## src/rtl/scd_pkg.sv

```systemverilog
// package: constants and types for the sample clock divider and power control
package scd_pkg;
    localparam logic [8:0] SCD_SYNC_CTRL_ADDR = 9'h109;
    localparam int SCD_SYNC_EN_BIT = 0;
    localparam int SCD_SYNC_FIRST_BIT = 1;
    localparam logic [7:0] SCD_SYNC_CTRL_RST = 8'h00;
    localparam logic [2:0] SCD_DIV_RATIO_RST = 3'h0;
    localparam int SCD_CLK_MHZ = 250;
    localparam int SCD_DCS_MIN_MHZ = 20;
    // stabilizer relock wait, longest figure in ns
    localparam int SCD_RELOCK_NS = 5000;
    localparam int SCD_RELOCK_CYC = SCD_RELOCK_NS * SCD_CLK_MHZ / 1000;
    // wake cycles per power-down cycle: one wake tick per 1 << this (16) down ticks
    localparam int SCD_WAKE_SHIFT = 4;
    localparam logic [15:0] SCD_WAKE_MAX = 16'hffff;

    typedef enum logic [1:0] {
        SCD_RUN = 2'b00,
        SCD_DOWN = 2'b01,
        SCD_WAKE = 2'b11
    } scd_pstate_t;

    typedef struct packed {
        logic pwr_down;
        logic standby;
        logic dcs_en;
        logic [2:0] div_ratio;
    } scd_cfg_t;

    typedef struct packed {
        logic ref_on;
        logic refbuf_on;
        logic bias_on;
        logic clk_on;
    } scd_pwr_t;
endpackage

```

## src/rtl/scd_clock_power.sv

```systemverilog
// clock divider, sync realignment, stabilizer and power-state control
`timescale 1ns/1ns
module scd_clock_power
    import scd_pkg::*;
(
    input wire logic mclk,
    input wire logic srst,
    input wire logic clk_in_tick,
    input wire logic sync_in,
    input wire logic power_down_pin,
    input wire logic reg_wr,
    input wire logic [8:0] reg_addr,
    input wire logic [7:0] reg_wdata,
    input wire scd_cfg_t cfg,
    input wire logic in_rate_low,
    input wire logic freq_change,
    output logic [7:0] reg_rdata,
    output logic clk_div_out,
    output logic clk_int,
    output logic dcs_active,
    output logic dcs_locked,
    output logic out_oe,
    output scd_pwr_t pwr_en,
    output logic ready
);
    logic [7:0] sync_ctrl_reg;
    logic armed_reg;
    logic [2:0] div_cnt_reg;
    logic [2:0] div_cnt_next;
    logic sync_d_reg;
    logic [15:0] down_cnt_reg;
    logic [15:0] down_cnt_next;
    logic [15:0] relock_cnt_reg;
    scd_pstate_t pstate_reg;
    scd_pstate_t pstate_next;
    logic [12:0] wake_cyc_reg;

    function automatic logic [2:0] scd_half(input logic [2:0] ratio);
        scd_half = {1'b0, ratio[2:1]};
    endfunction

    wire sync_wr = reg_wr && (reg_addr == SCD_SYNC_CTRL_ADDR);
    wire sync_rise = sync_in && !sync_d_reg;
    wire sync_enabled = sync_ctrl_reg[SCD_SYNC_EN_BIT];
    wire first_only = sync_ctrl_reg[SCD_SYNC_FIRST_BIT];
    // first-only mode honors a pulse only while armed
    wire sync_accept = sync_rise && sync_enabled && (!first_only || armed_reg);
    wire down_req = power_down_pin || cfg.pwr_down;
    wire standby_req = cfg.standby && !down_req;
    wire cnt_wrap = (div_cnt_reg == cfg.div_ratio);
    wire run_clk = (pstate_reg == SCD_RUN);
    wire dcs_ok = cfg.dcs_en && !in_rate_low && run_clk;
    wire relock_done = (relock_cnt_reg == 16'h0000);

    always_ff @(posedge mclk)
    begin
        if (srst)
            sync_ctrl_reg <= SCD_SYNC_CTRL_RST;
        else if (sync_wr)
            sync_ctrl_reg <= reg_wdata;
    end

    // set by write wins over clear by a same-cycle sync
    always_ff @(posedge mclk)
    begin
        if (srst)
            armed_reg <= 1'b0;
        else if (sync_wr)
            armed_reg <= 1'b1;
        else if (sync_accept)
            armed_reg <= 1'b0;
    end

    always_ff @(posedge mclk)
    begin
        if (srst)
            sync_d_reg <= 1'b0;
        else
            sync_d_reg <= sync_in;
    end

    // ratio field holds divide minus one, so 0..7 gives 1..8
    always_comb
    begin
        div_cnt_next = div_cnt_reg;
        if (sync_accept)
            div_cnt_next = 3'h0;
        else if (clk_in_tick)
            div_cnt_next = cnt_wrap ? 3'h0 : div_cnt_reg + 3'h1;
    end

    always_ff @(posedge mclk)
    begin
        if (srst)
            div_cnt_reg <= SCD_DIV_RATIO_RST;
        else
            div_cnt_reg <= div_cnt_next;
    end

    // sampling edge at count zero; stabilizer places falling edge at half
    always_ff @(posedge mclk)
    begin
        if (srst || !run_clk)
            clk_div_out <= 1'b0;
        else if (div_cnt_next == 3'h0 && clk_in_tick)
            clk_div_out <= 1'b1;
        else if (clk_in_tick)
            clk_div_out <= 1'b0;
    end

    always_ff @(posedge mclk)
    begin
        if (srst || !run_clk)
            clk_int <= 1'b0;
        else if (clk_in_tick && div_cnt_next == 3'h0)
            clk_int <= 1'b1;
        else if (clk_in_tick && dcs_ok && div_cnt_next > scd_half(cfg.div_ratio))
            clk_int <= 1'b0;
        else if (clk_in_tick && !dcs_ok)
            clk_int <= 1'b0;
    end

    always_ff @(posedge mclk)
    begin
        if (srst)
            dcs_active <= 1'b0;
        else
            dcs_active <= dcs_ok;
    end

    // worst-case relock wait, so lock is never claimed early
    always_ff @(posedge mclk)
    begin
        if (srst || !dcs_ok || freq_change)
            relock_cnt_reg <= 16'(SCD_RELOCK_CYC);
        else if (!relock_done)
            relock_cnt_reg <= relock_cnt_reg - 16'h0001;
    end

    always_ff @(posedge mclk)
    begin
        if (srst)
            dcs_locked <= 1'b0;
        else
            dcs_locked <= dcs_ok && relock_done && !freq_change;
    end

    // down time counts up, wake drains it scaled; saturates on long stays
    always_comb
    begin
        pstate_next = pstate_reg;
        down_cnt_next = down_cnt_reg;
        case (pstate_reg)
            SCD_RUN:
            begin
                down_cnt_next = 16'h0000;
                if (down_req || standby_req)
                    pstate_next = SCD_DOWN;
            end
            SCD_DOWN:
            begin
                if (down_cnt_reg != SCD_WAKE_MAX)
                    down_cnt_next = down_cnt_reg + 16'h0001;
                if (!down_req && !standby_req)
                    pstate_next = SCD_WAKE;
            end
            SCD_WAKE:
            begin
                if (down_req || standby_req)
                    pstate_next = SCD_DOWN;
                else if (down_cnt_reg <= 16'(1 << SCD_WAKE_SHIFT))
                    pstate_next = SCD_RUN;
                else
                    down_cnt_next = down_cnt_reg - 16'(1 << SCD_WAKE_SHIFT);
            end
            default:
                pstate_next = SCD_RUN;
        endcase
    end

    always_ff @(posedge mclk)
    begin
        if (srst)
            pstate_reg <= SCD_RUN;
        else
            pstate_reg <= pstate_next;
    end

    always_ff @(posedge mclk)
    begin
        if (srst)
            down_cnt_reg <= 16'h0000;
        else
            down_cnt_reg <= down_cnt_next;
    end

    // longest wake outlasts any delay range, so count its cycles here
    always_ff @(posedge mclk)
    begin
        if (srst || pstate_reg != SCD_WAKE)
            wake_cyc_reg <= 13'h0000;
        else if (wake_cyc_reg != 13'h1fff)
            wake_cyc_reg <= wake_cyc_reg + 13'h0001;
    end

    // standby keeps the reference alive for quicker wake
    always_ff @(posedge mclk)
    begin
        if (srst)
            pwr_en <= '1;
        else
        begin
            pwr_en.ref_on <= pstate_next == SCD_RUN || !down_req;
            pwr_en.refbuf_on <= pstate_next == SCD_RUN;
            pwr_en.bias_on <= pstate_next == SCD_RUN;
            pwr_en.clk_on <= pstate_next == SCD_RUN;
        end
    end

    always_ff @(posedge mclk)
    begin
        if (srst)
            out_oe <= 1'b1;
        else
            out_oe <= !down_req && pstate_next == SCD_RUN;
    end

    always_ff @(posedge mclk)
    begin
        if (srst)
            ready <= 1'b1;
        else
            ready <= pstate_next == SCD_RUN;
    end

    always_ff @(posedge mclk)
    begin
        if (srst)
            reg_rdata <= 8'h00;
        else
            reg_rdata <= {5'h00, armed_reg, sync_ctrl_reg[1:0]};
    end

    // assertions
    sync_restart_a: assert property (@(posedge mclk) disable iff (srst)
        sync_accept |=> div_cnt_reg == 3'h0)
        else $error("divider not restarted by sync");
    first_disarm_a: assert property (@(posedge mclk) disable iff (srst)
        sync_accept && !sync_wr |=> !armed_reg)
        else $error("sync did not disarm");
    first_block_a: assert property (@(posedge mclk) disable iff (srst)
        sync_rise && first_only && !armed_reg && !clk_in_tick && div_cnt_reg != 3'h0
        |=> $stable(div_cnt_reg))
        else $error("unarmed sync changed divider");
    div_wrap_a: assert property (@(posedge mclk) disable iff (srst)
        clk_in_tick && cnt_wrap && !sync_accept |=> div_cnt_reg == 3'h0)
        else $error("divider wrap wrong");
    pin_down_a: assert property (@(posedge mclk) disable iff (srst)
        power_down_pin |=> pstate_reg != SCD_RUN)
        else $error("pin did not power down");
    outputs_hiz_a: assert property (@(posedge mclk) disable iff (srst)
        down_req |=> !out_oe)
        else $error("outputs driven while down");
    full_down_a: assert property (@(posedge mclk) disable iff (srst)
        down_req |=> !pwr_en.ref_on && !pwr_en.clk_on && !pwr_en.bias_on)
        else $error("full power-down left blocks on");
    standby_ref_a: assert property (@(posedge mclk) disable iff (srst)
        standby_req ##1 standby_req |=> pwr_en.ref_on && !pwr_en.clk_on)
        else $error("standby reference wrong");
    dcs_low_a: assert property (@(posedge mclk) disable iff (srst)
        in_rate_low |=> !dcs_active)
        else $error("stabilizer on below limit");
    wake_return_a: assert property (@(posedge mclk) disable iff (srst)
        pstate_reg == SCD_WAKE |-> wake_cyc_reg <= 13'((SCD_WAKE_MAX >> SCD_WAKE_SHIFT) + 16'h0002))
        else $error("no return to normal");
    clk_off_a: assert property (@(posedge mclk) disable iff (srst)
        !run_clk |=> !clk_int && !clk_div_out)
        else $error("clock running while down");
    relock_hold_a: assert property (@(posedge mclk) disable iff (srst)
        freq_change |=> !dcs_locked)
        else $error("lock claimed during frequency change");

    sync_seen_c: cover property (@(posedge mclk) disable iff (srst) sync_accept);
    wake_seen_c: cover property (@(posedge mclk) disable iff (srst)
        pstate_reg == SCD_WAKE ##1 pstate_reg == SCD_RUN);
    lock_seen_c: cover property (@(posedge mclk) disable iff (srst) $rose(dcs_locked));
    sync_block_c: cover property (@(posedge mclk) disable iff (srst)
        sync_rise && first_only && !armed_reg);
    standby_seen_c: cover property (@(posedge mclk) disable iff (srst)
        standby_req ##1 standby_req);
endmodule

```

## config.mk

```make
export PLATFORM = sky130hd
export DESIGN_NAME = scd_clock_power
export DESIGN_NICKNAME = d
export VERILOG_FILES = /design/src/rtl/scd_pkg.sv /design/src/rtl/scd_clock_power.sv
export SDC_FILE = /design/constraint.sdc
export NUM_CORES = 1
export LEC_CHECK = 0
export BUFFER_PORTS_ARGS = -buffer_cell sky130_fd_sc_hd__buf_2
export CORE_UTILIZATION = 45
export CTS_CLUSTER_SIZE = 16
export DETAILED_ROUTE_END_ITERATION = 12
export GPL_ROUTABILITY_DRIVEN = 1
export MAX_ROUTING_LAYER = met4
export PLACE_DENSITY = 0.66
export SYNTH_ARGS = -nofsm -noshare
export SYNTH_HDL_FRONTEND = slang
export SYNTH_SLANG_ARGS = --single-unit
```

## constraint.sdc

```tcl
create_clock -name mclk -period 5.3 [get_ports mclk]
set_input_delay 0 -clock mclk [delete_from_list [all_inputs] [get_ports mclk]]
set_output_delay 0 -clock mclk [all_outputs]
set_load 0.1 [all_outputs]
```

* Word-level counts from Yosys, hierarchy flattened
Cells that the tools add are included.
** Operators by class
- $add $sub $neg :: 4
- $mul :: 0
- Divide/modulo/power cells :: 0
- Order comparisons :: 2
- Equality and inequality tests :: 8
- Shifts and indexed selects :: 0
- Multiplexer cells :: 19
- Bitwise operators :: 0
- Reductions and logical operators :: 39
** Operators by type and width (count)
- 2-to-1 mux 16 bit :: 3
- one-hot mux 16 bit (3 select lines) :: 1
- adder 16 x 1 -> 16 bit, second input constant :: 1
- <= comparator 16 x 5 -> 1 bit, second input constant :: 1
- zero test 16 bit :: 1
- != test 16 bit, second input constant :: 1
- subtractor 16 x 1 -> 16 bit, second input constant :: 1
- subtractor 16 x 5 -> 16 bit, second input constant :: 1
- logical AND 1 bit :: 15
- == test 9 bit, second input constant :: 1
- 2-to-1 mux 3 bit :: 3
- zero test 1 bit :: 8
- 2-to-1 mux 2 bit :: 4
- logical OR 1 bit :: 7
- 2-to-1 mux 1 bit :: 7
- != test 2 bit, second input constant :: 3
- one-hot mux 2 bit (3 select lines) :: 1
- nonzero test 3 bit :: 2
- zero test 2 bit :: 2
- AND reduction 4 bit :: 1
- nonzero test 2 bit :: 2
- adder 3 x 1 -> 3 bit, second input constant :: 1
- == test 3 bit :: 1
- greater-than comparator 3 x 2 -> 1 bit :: 1
- 3 further kinds :: 3
** Word-level totals
- Register bits after elaboration :: 56
- Latch bits :: 0
- Bits in writable memories :: 0
- Memory bits (read-only) :: 0
- Input bits :: 31
- Output and inout port bits :: 18
- Logic and storage cells :: 88
- Memories kept :: 0

* Logic depth before layout (Yosys ltp)
Gate-level depths: netlist of run 1.
- Depth after elaboration :: 9
- Gate-level depth with buffers :: 9
- Mapped depth without buffers :: 9

* Least setup slack after synthesis of run 1
No wires, ideal clock.
- Path type :: register to register
- Start :: reg down_cnt_reg[4]
- End :: reg down_cnt_reg[13]
- Library setup time :: 120 ps
- Data arrival time :: 1891 ps
- Required time :: 5180 ps
- Path slack :: 3289 ps
- Stages on the path, launching flop included :: 8
- Path buffers :: 1
- Period minus slack after synthesis :: 2011 ps
- Path through :: dfxtp_1 -> ha_1 -> nand4_1 -> or4_1 -> clkbuf_1 -> o22ai_2 -> nor4_1 -> a211o_1
** On the way
- Cells in the longest elaborated chain, start to end :: 4
- Elaborated cells between the ends (all ways) :: 11
- Classes of those cells :: add/sub: 2; order compare: 1; eq/ne: 3; mux: 4; reduce/logical: 1
** RTL lines
- start, declared :: line scd_clock_power.sv:31 : logic [15:0] down_cnt_reg;
- start signal, assigned :: line scd_clock_power.sv:194 : down_cnt_reg <= down_cnt_next;
- subtractor 16 x 5 -> 16 bit :: line scd_clock_power.sv:174 : down_cnt_next = down_cnt_reg - 16'(1 << SCD_WAKE_SHIFT);
- 2-to-1 mux 16 bit :: line scd_clock_power.sv:171 : else if (down_cnt_reg <= 16'(1 << SCD_WAKE_SHIFT))
- 2-to-1 mux 16 bit :: line scd_clock_power.sv:169 : if (down_req || standby_req)
- one-hot mux 16 bit (3 select lines) :: line scd_clock_power.sv:153 : case (pstate_reg)
Several ways; a longest one is shown, not always the timed one. The select of a mux whose other input is x is not followed.
A chain may end at the register's enable or synchronous reset.

* Final worst setup path of run 1
- Start :: reg down_cnt_reg[4]
- End :: reg down_cnt_reg[11]
The elaborated chain is that of the path after synthesis.

==> impl_metrics.json, run 1 <==
{
  "outcome": "finished clean",
  "fin_ws_ps": 2880,
  "synth-main-ff-cell": "dfxtp_1",
  "cts_resized": 0,
  "fp.dieH_um": 82.3,
  "clock-sinks": 51,
  "drv_cap": 0,
  "cts_tree": "built",
  "start_kind": "register",
  "port-buffer-count": 37,
  "reg2reg_setup_slack_ps": 2880,
  "drc": 0,
  "cp.depth": 6,
  "internal_power_uw": 530,
  "post-route-min-period_ps": 2420,
  "clkPwrFrac_pct": 31.5,
  "dieWidth_um": 82.3,
  "avgSynthCellArea_um2": 8.20,
  "vdd_drop_max_mv": 0.168,
  "path_buf_inv": 0,
  "grt_util_all_layers_pct": 21.2,
  "grt_max_degree": 23,
  "total_power_uw": 748,
  "via_count": 2685,
  "switching_share_pct": 29.2,
  "crit_fanout": 10,
  "path_class": "register to register",
  "seq_area_frac_synth_pct": 35.2,
  "multiInputGateArea_um2": 1710,
  "dp_slack_ps": 2950,
  "routed_wl_um": 6460,
  "wl_per_cell_um": 14.0,
  "finClkSkew_ps": 15.7,
  "num_antenna_cells": 0,
  "critPathArrivalTime_ps": 2590,
  "fin_util_pct": 53.1,
  "crit_slowest_cell": "or4_1",
  "syn_inst": 354,
  "hold_viol_final": 0,
  "clkTransAtPathRegs_ps": 90,
  "reg2reg_depth": 6,
  "tns_ps": 0,
  "clockBufferDepth": 2,
  "syn_area_um2": 2900,
  "cts_inserted_buffers": 5,
  "rsz0062_at_grt": "no",
  "dp_hpwl_um": 4670,
  "drive_gt1_share_pct": 14.5,
  "setup-violations-final": 0,
  "hold_depth": 2,
  "antenna_found_initial": 0,
  "slew_headroom_pct": 50.7,
  "io_pins": 49,
  "r2r-end": "down_cnt_reg[11]",
  "critical_path.max_stage_delay_ps": 690,
  "reg2reg_from": "down_cnt_reg[4]",
  "synth_edf_count": 0,
  "yosys.cell_types.count": 64,
  "overflow": 0,
  "grt_pass1_wl_um": 10900,
  "nNetsFinal": 424,
  "min_period_over_period_pct": 45.6,
  "critPathCaptureType": "register",
  "critical_path.startpoint": "down_cnt_reg[4]",
  "core_area_um2": 6060,
  "gp_congestion": 0.948,
  "antenna_left": 0,
  "cp_data_required_time_ps": 5480,
  "first_pass_iters": 4,
  "clk_latency_ps": 300,
  "switchingPower_uw": 218,
  "grt_pass1_vias": 2336,
  "slew_violations": 0,
  "syn_to_final_growth_pct": 10.9,
  "power_density_nw_per_um2": 232,
  "std_cell_rows": 28,
  "dieArea_um2": 6780,
  "drtIter0Drc": 157,
  "seq_area_um2": 1020,
  "worst_pin_slew_ps": 738,
  "comb_power_share_pct": 15.3,
  "viasPerCell": 5.84,
  "leakagePower_uw": 0.00128,
  "start_util_pct": 47.9,
  "hp-class": "input pin to register",
  "async_reset_ff_share_pct": 0,
  "yosys_warnings": 0,
  "path_cells": "ha_1 -> nand4_1 -> or4_1 -> o22ai_2 -> or2_2 -> o21ai_0",
  "path_delay_family": "simple AND/OR/NAND/NOR gates",
  "root_buffer": "clkbuf_8",
  "setup.worst_path.end": "down_cnt_reg[11]",
  "max_clock_freq_mhz": 414,
  "fill_cells": 579,
  "sequentialPowerShare_pct": 53.2,
  "synth-seq-cells": 51,
  "h-tree-depth": 2
}
==> worst register-to-register path, delay by kind of cell, from the launching register on <==
kind | cells | cell delay, ps
AO/OA/AOI/OAI | 2 | 440
adder cells (fa/ha/maj) | 1 | 230
flip-flops | 1 | 510
AND/OR/NAND/NOR | 3 | 1130
==> metal layers <==
| metal | track usage (%) | vias up | part of all wire [%] |
|---|---|---|---|
| li1 | - | 1344 | - |
| met2 | 34.0 | 74 | 46 |
| met1 | 27.9 | 1265 | 49 |
| met3 | 4.62 | 2 | 5.5 |
| met5 | - | - | 0 |
| met4 | 2.63 | 0 | 0.19 |
==> timing repair <==
action / CTS / global route
hold endpoints to repair: 9 / 0
buffers inserted: 0 / 0
hold buffers: 5 / 0
==> through the flow <==
stage          area, um2  hold WS (ps)  cells
6_report            3220          12.7    460
5_1_grt             3220          7.05    460
4_1_cts             3220          1.50    460
3_5_place_dp        3070           215    447
3_3_place_gp        3070           209    447
2_1_floorplan       2920           107    358
==> cell families after synthesis <==
group | Yosys count | share of synthesized area, %
compound gates | 74 | 17.3
xor+xnor | 16 | 4.83
fa+ha+maj | 9 | 3.88
buf+inv | 40 | 6.59
flops | 51 | 35.2
mux | 4 | 1.38
other cells | 1 | 0.129
simple gates | 159 | 30.7
==> synth_stat cells, types with 3 or more instances <==
| master | n | area share (%) |
|---|---|---|
| a211o_1 | 5 | 1.5 |
| a21oi_1 | 20 | 3.4 |
| a31oi_1 | 4 | 0.86 |
| a32oi_1 | 3 | 0.90 |
| a41oi_1 | 4 | 1.2 |
| and3_1 | 7 | 1.5 |
| buf_2 | 3 | 0.52 |
| buf_4 | 8 | 2.1 |
| clkbuf_1 | 9 | 1.2 |
| dfxtp_1 | 51 | 35 |
| ha_1 | 9 | 3.9 |
| inv_1 | 15 | 1.9 |
| mux2i_1 | 4 | 1.4 |
| nand2_1 | 22 | 2.8 |
| nand2b_1 | 4 | 0.86 |
| nand3_1 | 12 | 2.1 |
| nand3b_1 | 3 | 0.78 |
| nand4_1 | 11 | 2.4 |
| nor2_1 | 40 | 5.2 |
| nor2b_1 | 8 | 1.7 |
| nor3_1 | 12 | 2.1 |
| nor4_1 | 10 | 2.2 |
| o21ai_0 | 14 | 2.4 |
| or3_1 | 7 | 1.5 |
| or4_1 | 6 | 1.6 |
| xnor2_1 | 9 | 2.7 |
| xor2_1 | 7 | 2.1 |
==> power groups by stage <==
stage / combinational (uW) / sequential (uW) / clock, uW
finish: 114 / 398 / 236
global route: 124 / 399 / 263
CTS: 114 / 398 / 244
detailed placement: 111 / 407 / 0
global placement: 110 / 406 / 0
floorplan: 76.6 / 421 / 0
==> worst min-delay path by stage <==
stage                 from         end
6_report            cfg[3]  dcs_active
5_1_grt             cfg[3]  dcs_active
4_1_cts             cfg[3]  dcs_active
3_5_place_dp   in_rate_low  dcs_active
3_3_place_gp   in_rate_low  dcs_active
2_1_floorplan  in_rate_low  dcs_active
==> area by class of cell <==
type	count	share of cell area, %
clock inverter	2	0.505
tap	75	2.91
sequential	51	31.7
multi-input combinational	267	53.0
timing repair buffer	42	7.31
inverter	17	1.98
clock buffer	6	2.57
==> layout by cell type, fill, tap and decap left out, drive strengths merged, types with 2 or more instances in the layout <==
master and n:
nand4 11, a221oi 2, nor2 40, a31oi 4
xnor2 9, o21ai 15, or2 2, nand3 12
nor4 11, nor3 13, and3 8, buf 37
or4 6, a21o 2, nand2b 4, xor2 7
nand3b 3, a41o 2, conb 5, or3 7
a41oi 4, a32oi 3, nor3b 2, mux2i 4
inv 15, nor4b 3, dlygate4sd3 5, a21oi 20
and2 2, nand2 22, ha 9, dfxtp 51
o22ai 2, clkbuf 6, o31ai 3, nor2b 8
a211o 5, clkinv 3, a22oi 2
(Power assumes the default switching activity.)
==> run 2: changes to the inputs <==
--- a/config.mk
+++ b/config.mk
@@ -11,7 +11,7 @@
 export DETAILED_ROUTE_END_ITERATION = 12
 export GPL_ROUTABILITY_DRIVEN = 1
 export MAX_ROUTING_LAYER = met4
-export PLACE_DENSITY = 0.66
+export PLACE_DENSITY = 0.69
 export SYNTH_ARGS = -nofsm -noshare
 export SYNTH_HDL_FRONTEND = slang
 export SYNTH_SLANG_ARGS = --single-unit
==> constraint.sdc (replaced) <==
create_clock -name mclk -period 2.2 [get_ports mclk]
set_input_delay 0 -clock mclk [delete_from_list [all_inputs] [get_ports mclk]]
set_output_delay 0 -clock mclk [all_outputs]
set_load 0.1 [all_outputs]
==> impl_metrics.json, run 2 (same netlist as run 1, synthesis figures left out) <==
{
  "power_density_nw_per_um2": 543,
  "grt_pass1_wl_um": 11700,
  "std_cell_rows": 28,
  "io_pins": 49,
  "routed_wl_um": 7110,
  "first_pass_iters": 4,
  "num_antenna_cells": 0,
  "slew_violations": 0,
  "instances_no_fill": 478,
  "critical_path.startpoint": "down_cnt_reg[0]",
  "grt_util_all_layers_pct": 23.2,
  "r2r-end": "down_cnt_reg[4]",
  "drc": 0,
  "min_from": "clk_in_tick",
  "port-buffer-count": 37,
  "gp_congestion": 1.00,
  "cts_inserted_buffers": 5,
  "drive_gt1_share_pct": 18.9,
  "viasPerCell": 5.78,
  "rsz0062_at_grt": "no",
  "wl_per_cell_um": 14.9,
  "max_clock_freq_mhz": 491,
  "min_period_over_period_pct": 92.5,
  "fin_area_um2": 3360,
  "reg2reg_depth": 7,
  "path_cells": "inv_1 -> ha_1 -> nand4bb_1 -> a211oi_1 -> a211o_1 -> or2_2 -> o31ai_1",
  "syn_to_final_growth_pct": 15.8,
  "layout_commonest_cell": "dfxtp_1",
  "dieWidth_um": 82.3,
  "clkTransAtPathRegs_ps": 100,
  "leakagePower_uw": 0.00137,
  "drv_cap": 0,
  "critical_path.max_stage_delay_ps": 420,
  "root_buffer": "clkbuf_8",
  "setup-violations-final": 0,
  "outcome": "finished clean",
  "grt_pass1_vias": 2540,
  "top_layer": "met4",
  "antenna_found_initial": 0,
  "hp-class": "input pin to register",
  "via_count": 2761,
  "cts_tree": "built",
  "start_util_pct": 47.9,
  "clockBufferDepth": 2,
  "final_cell_mix": "49 x dfxtp_1, 40 x nor2_1, 37 x buf_2",
  "dp_hpwl_um": 5180,
  "fp.dieH_um": 82.3,
  "wl_met3_um": 321,
  "tns_ps": 0,
  "reg2reg_setup_slack_ps": 170,
  "setup.worst_path.end": "down_cnt_reg[4]",
  "finClkSkew_ps": 10.2,
  "drtIter0Drc": 163,
  "critPathCaptureType": "register",
  "vdd_drop_max_mv": 0.420,
  "clk_latency_ps": 310,
  "wl_met1_um": 3370,
  "h-tree-depth": 2,
  "dieArea_um2": 6780,
  "crit_fanout": 7,
  "grt_max_degree": 23,
  "place_inst": 464,
  "reg2reg_from": "down_cnt_reg[0]",
  "met2WireLength_um": 3320,
  "start_kind": "register",
  "post-cts-setup-buffers": 0,
  "nNetsFinal": 442,
  "overflow": 0,
  "cp_data_required_time_ps": 2430,
  "dpl-instance-area_um2": 3200,
  "antenna_left": 0,
  "crit_slowest_cell": "a211o_1",
  "core_area_um2": 6060,
  "path_class": "register to register",
  "clock-sinks": 51,
  "post-route-min-period_ps": 2030,
  "critPathArrivalTime_ps": 2260,
  "hold_viol_final": 0
}
[run 2: changes by cell type in the layout (fill, tap and decap cells not counted), sizes merged]
cell         before  now
buf              37   54
dlygate4sd3       5    6
[run 2: worst min-delay path by stage]
| stage | endpoint | cells after the start |
|---|---|---|
| global route | clk_div_out | 3 |
| global placement | dcs_active | 2 |
| finish | clk_div_out | 3 |
| floorplan | dcs_active | 1 |
| detailed placement | dcs_active | 2 |
| CTS | clk_div_out | 3 |
[run 2: layer usage]
layer  track usage [%]  up-vias
li1                  -     1376
met3              3.19       11
met4              8.07        0
met5                 -        -
met1              29.3     1294
met2              38.0       80
[run 2: layout make-up]
type | instances | area [um2]
repair buffers | 60 | 373
clock inverters | 2 | 16.3
multi-input cells | 267 | 1710
flip-flops and latches | 51 | 1020
inverters | 17 | 63.8
fillers | 584 | 2700
well taps | 75 | 93.8
clock buffers | 6 | 82.6
[run 2: critical path: cells and delay by family, from the launching register on]
kind,cells,cell delay [ps]
buffers and inverters,1,90
adders and majority gates,1,200
AOI/OAI and AO/OA,3,750
DFF,1,400
and+or+nand+nor,2,510
[run 2: what timing repair did]
| action | CTS | global route |
|---|---|---|
| endpoints found under the hold margin | 9 | 0 |
| endpoints found under the setup margin | 0 | 12 |
| hold buffers | 6 | 0 |
| gates resized for setup | 0 | 3 |
[run 2: metrics by stage]
stage | util (%) | hold WS (ps) | setup slack (ps) | power (uW)
floorplan | - | 107 | 189 | 1200
global placement | 52.8 | 203 | 142 | 1250
detailed placement | 52.8 | 203 | 102 | 1260
CTS | 55.4 | 4.30 | 81.2 | 1840
global route | 55.5 | 31.3 | 34.9 | 1910
finish | 55.5 | 12.5 | 165 | 1830
[run 2: power by group]
part	total (uW)	switching, uW	internal [uW]
Combinational	286	201	85.4
Sequential	957	16.7	940
Clock	583	326	257
Total	1830	543	1280
==> run 3: changes to the inputs <==
--- a/config.mk
+++ b/config.mk
@@ -6,12 +6,15 @@
 export NUM_CORES = 1
 export LEC_CHECK = 0
 export BUFFER_PORTS_ARGS = -buffer_cell sky130_fd_sc_hd__buf_2
-export CORE_UTILIZATION = 45
+export CELL_PAD_IN_SITES_DETAIL_PLACEMENT = 1
+export CELL_PAD_IN_SITES_GLOBAL_PLACEMENT = 1
+export CORE_UTILIZATION = 38
 export CTS_CLUSTER_SIZE = 16
 export DETAILED_ROUTE_END_ITERATION = 12
 export GPL_ROUTABILITY_DRIVEN = 1
 export MAX_ROUTING_LAYER = met4
-export PLACE_DENSITY = 0.69
+export PLACE_DENSITY_LB_ADDON = 0.1
 export SYNTH_ARGS = -nofsm -noshare
 export SYNTH_HDL_FRONTEND = slang
 export SYNTH_SLANG_ARGS = --single-unit
+export TNS_END_PERCENT = 10
==> impl_metrics.json, run 3 (same netlist as run 1, synthesis figures left out) <==
{
  "clk_latency_ps": 310,
  "post-route-min-period_ps": 2080,
  "post-cts-setup-buffers": 0,
  "whs_ps": 18.7,
  "drive_gt1_share_pct": 21.4,
  "cts_tree": "built",
  "worst_pin_slew_ps": 523,
  "hold_viol_final": 0,
  "slew_violations": 0,
  "rsz0062_at_grt": "yes",
  "via_count": 2808,
  "antenna_found_initial": 0,
  "outcome": "finished clean",
  "fin_util_pct": 47.4,
  "syn_to_final_growth_pct": 19.6,
  "start_kind": "register",
  "std_cell_rows": 31,
  "power_density_nw_per_um2": 533,
  "slew_headroom_pct": 64.8,
  "routed_wl_um": 8200,
  "min_period_over_period_pct": 94.5,
  "nNetsFinal": 450,
  "root_buffer": "clkbuf_8",
  "vdd_drop_max_mv": 0.282,
  "gp_congestion": 0.891,
  "hold_depth": 3,
  "critPathCaptureType": "register",
  "cts_inserted_buffers": 5,
  "grt_pass1_vias": 2824,
  "dp_slack_ps": 27.2,
  "core_area_um2": 7330,
  "r2r-end": "down_cnt_reg[6]",
  "dieWidth_um": 89.4,
  "clock-sinks": 51,
  "wl_per_cell_um": 16.1,
  "final_cell_mix": "48 x dfxtp_1, 40 x nor2_1, 37 x buf_2",
  "fp.dieH_um": 89.4,
  "port-buffer-count": 37,
  "crit_fanout": 5,
  "drv_cap": 0,
  "drc": 0,
  "num_antenna_cells": 0,
  "finClkSkew_ps": 10.2,
  "antenna_left": 0,
  "reg2reg_from": "down_cnt_reg[1]",
  "io_pins": 49,
  "viasPerCell": 5.51,
  "leakagePower_uw": 0.00143,
  "critPathArrivalTime_ps": 2250,
  "critical_path.startpoint": "down_cnt_reg[1]",
  "path_class": "register to register",
  "reg2reg_setup_slack_ps": 120,
  "dp_hpwl_um": 6090,
  "setup.worst_path.end": "down_cnt_reg[6]",
  "dieArea_um2": 8000,
  "cp_data_required_time_ps": 2370,
  "reg2reg_depth": 6,
  "first_pass_iters": 4,
  "fill_cells": 909,
  "h-tree-depth": 2,
  "drtIter0Drc": 135,
  "grt_util_all_layers_pct": 22.7,
  "clkTransAtPathRegs_ps": 100,
  "grt_pass1_wl_um": 13600,
  "grt_max_degree": 23,
  "max_clock_freq_mhz": 481,
  "fin_ws_ps": 122,
  "clockBufferDepth": 2,
  "tns_ps": 0,
  "layout_commonest_cell": "dfxtp_1",
  "overflow": 0,
  "start_util_pct": 39.6,
  "setup-violations-final": 0,
  "total_power_uw": 1850,
  "hp-class": "input pin to register"
}
## run 3: cell types whose count changed in the layout (fill, tap and decap cells not counted), sizes merged
cell / change
buf: +8
clkinvlp: -1
inv: +1
## run 3: final cells by class
class	count	area (um2)	share of cell area (%)
multi-input combinational	267	1720	49.5
sequential	51	1020	29.5
timing repair buffer	68	445	12.8
tap	99	124	3.57
clock buffer	6	82.6	2.38
inverter	17	63.8	1.84
clock inverter	2	13.8	0.396
## run 3: through the flow
stage / area, um2 / instances
2_1_floorplan: 2920 / 358
3_3_place_gp: 3300 / 496
3_5_place_dp: 3300 / 496
4_1_cts: 3450 / 509
5_1_grt: 3470 / 510
6_report: 3470 / 510
## run 3: timing repair
action / CTS / global route
gates resized for setup: 0 / 7
setup endpoints to repair: 0 / 14
hold buffers: 5 / 1
endpoints found under the hold margin: 7 / 1
## run 3: worst min-delay path by stage
stage | slack [ps] | endpoint | from
final | 20 | clk_div_out | clk_in_tick
after global routing | 30 | clk_div_out | clk_in_tick
after CTS | 2 | dcs_active | cfg[3]
after detailed placement | 230 | dcs_active | in_rate_low
after global placement | 230 | sync_d_reg | sync_in
after floorplan | 110 | dcs_active | in_rate_low
## run 3: metal layers
layer	vias to the layer above	global-route usage [%]	share of wire [%]
met1	1361	28.6	48
li1	1384	-	-
met5	-	-	0
met3	9	2.86	2.9
met2	54	38.2	48
met4	0	5.92	1.2
## run 3: worst max-delay path, cell delays in order, from the launching register on
cell     delay (ps)
dfxtp_1         410
ha_1            210
nand4_1         120
or4_1           550
o22ai_2         290
or2_2           220
o21ai_0         130
## run 3: report_power, final
part | switching, uW | total, uW | internal [uW] | leakage (uW)
combinational | 205 | 293 | 88.4 | 0.000959
clock | 341 | 599 | 258 | 0.0000516
sequential | 17.1 | 958 | 941 | 0.000415
total | 563 | 1850 | 1290 | 0.00143
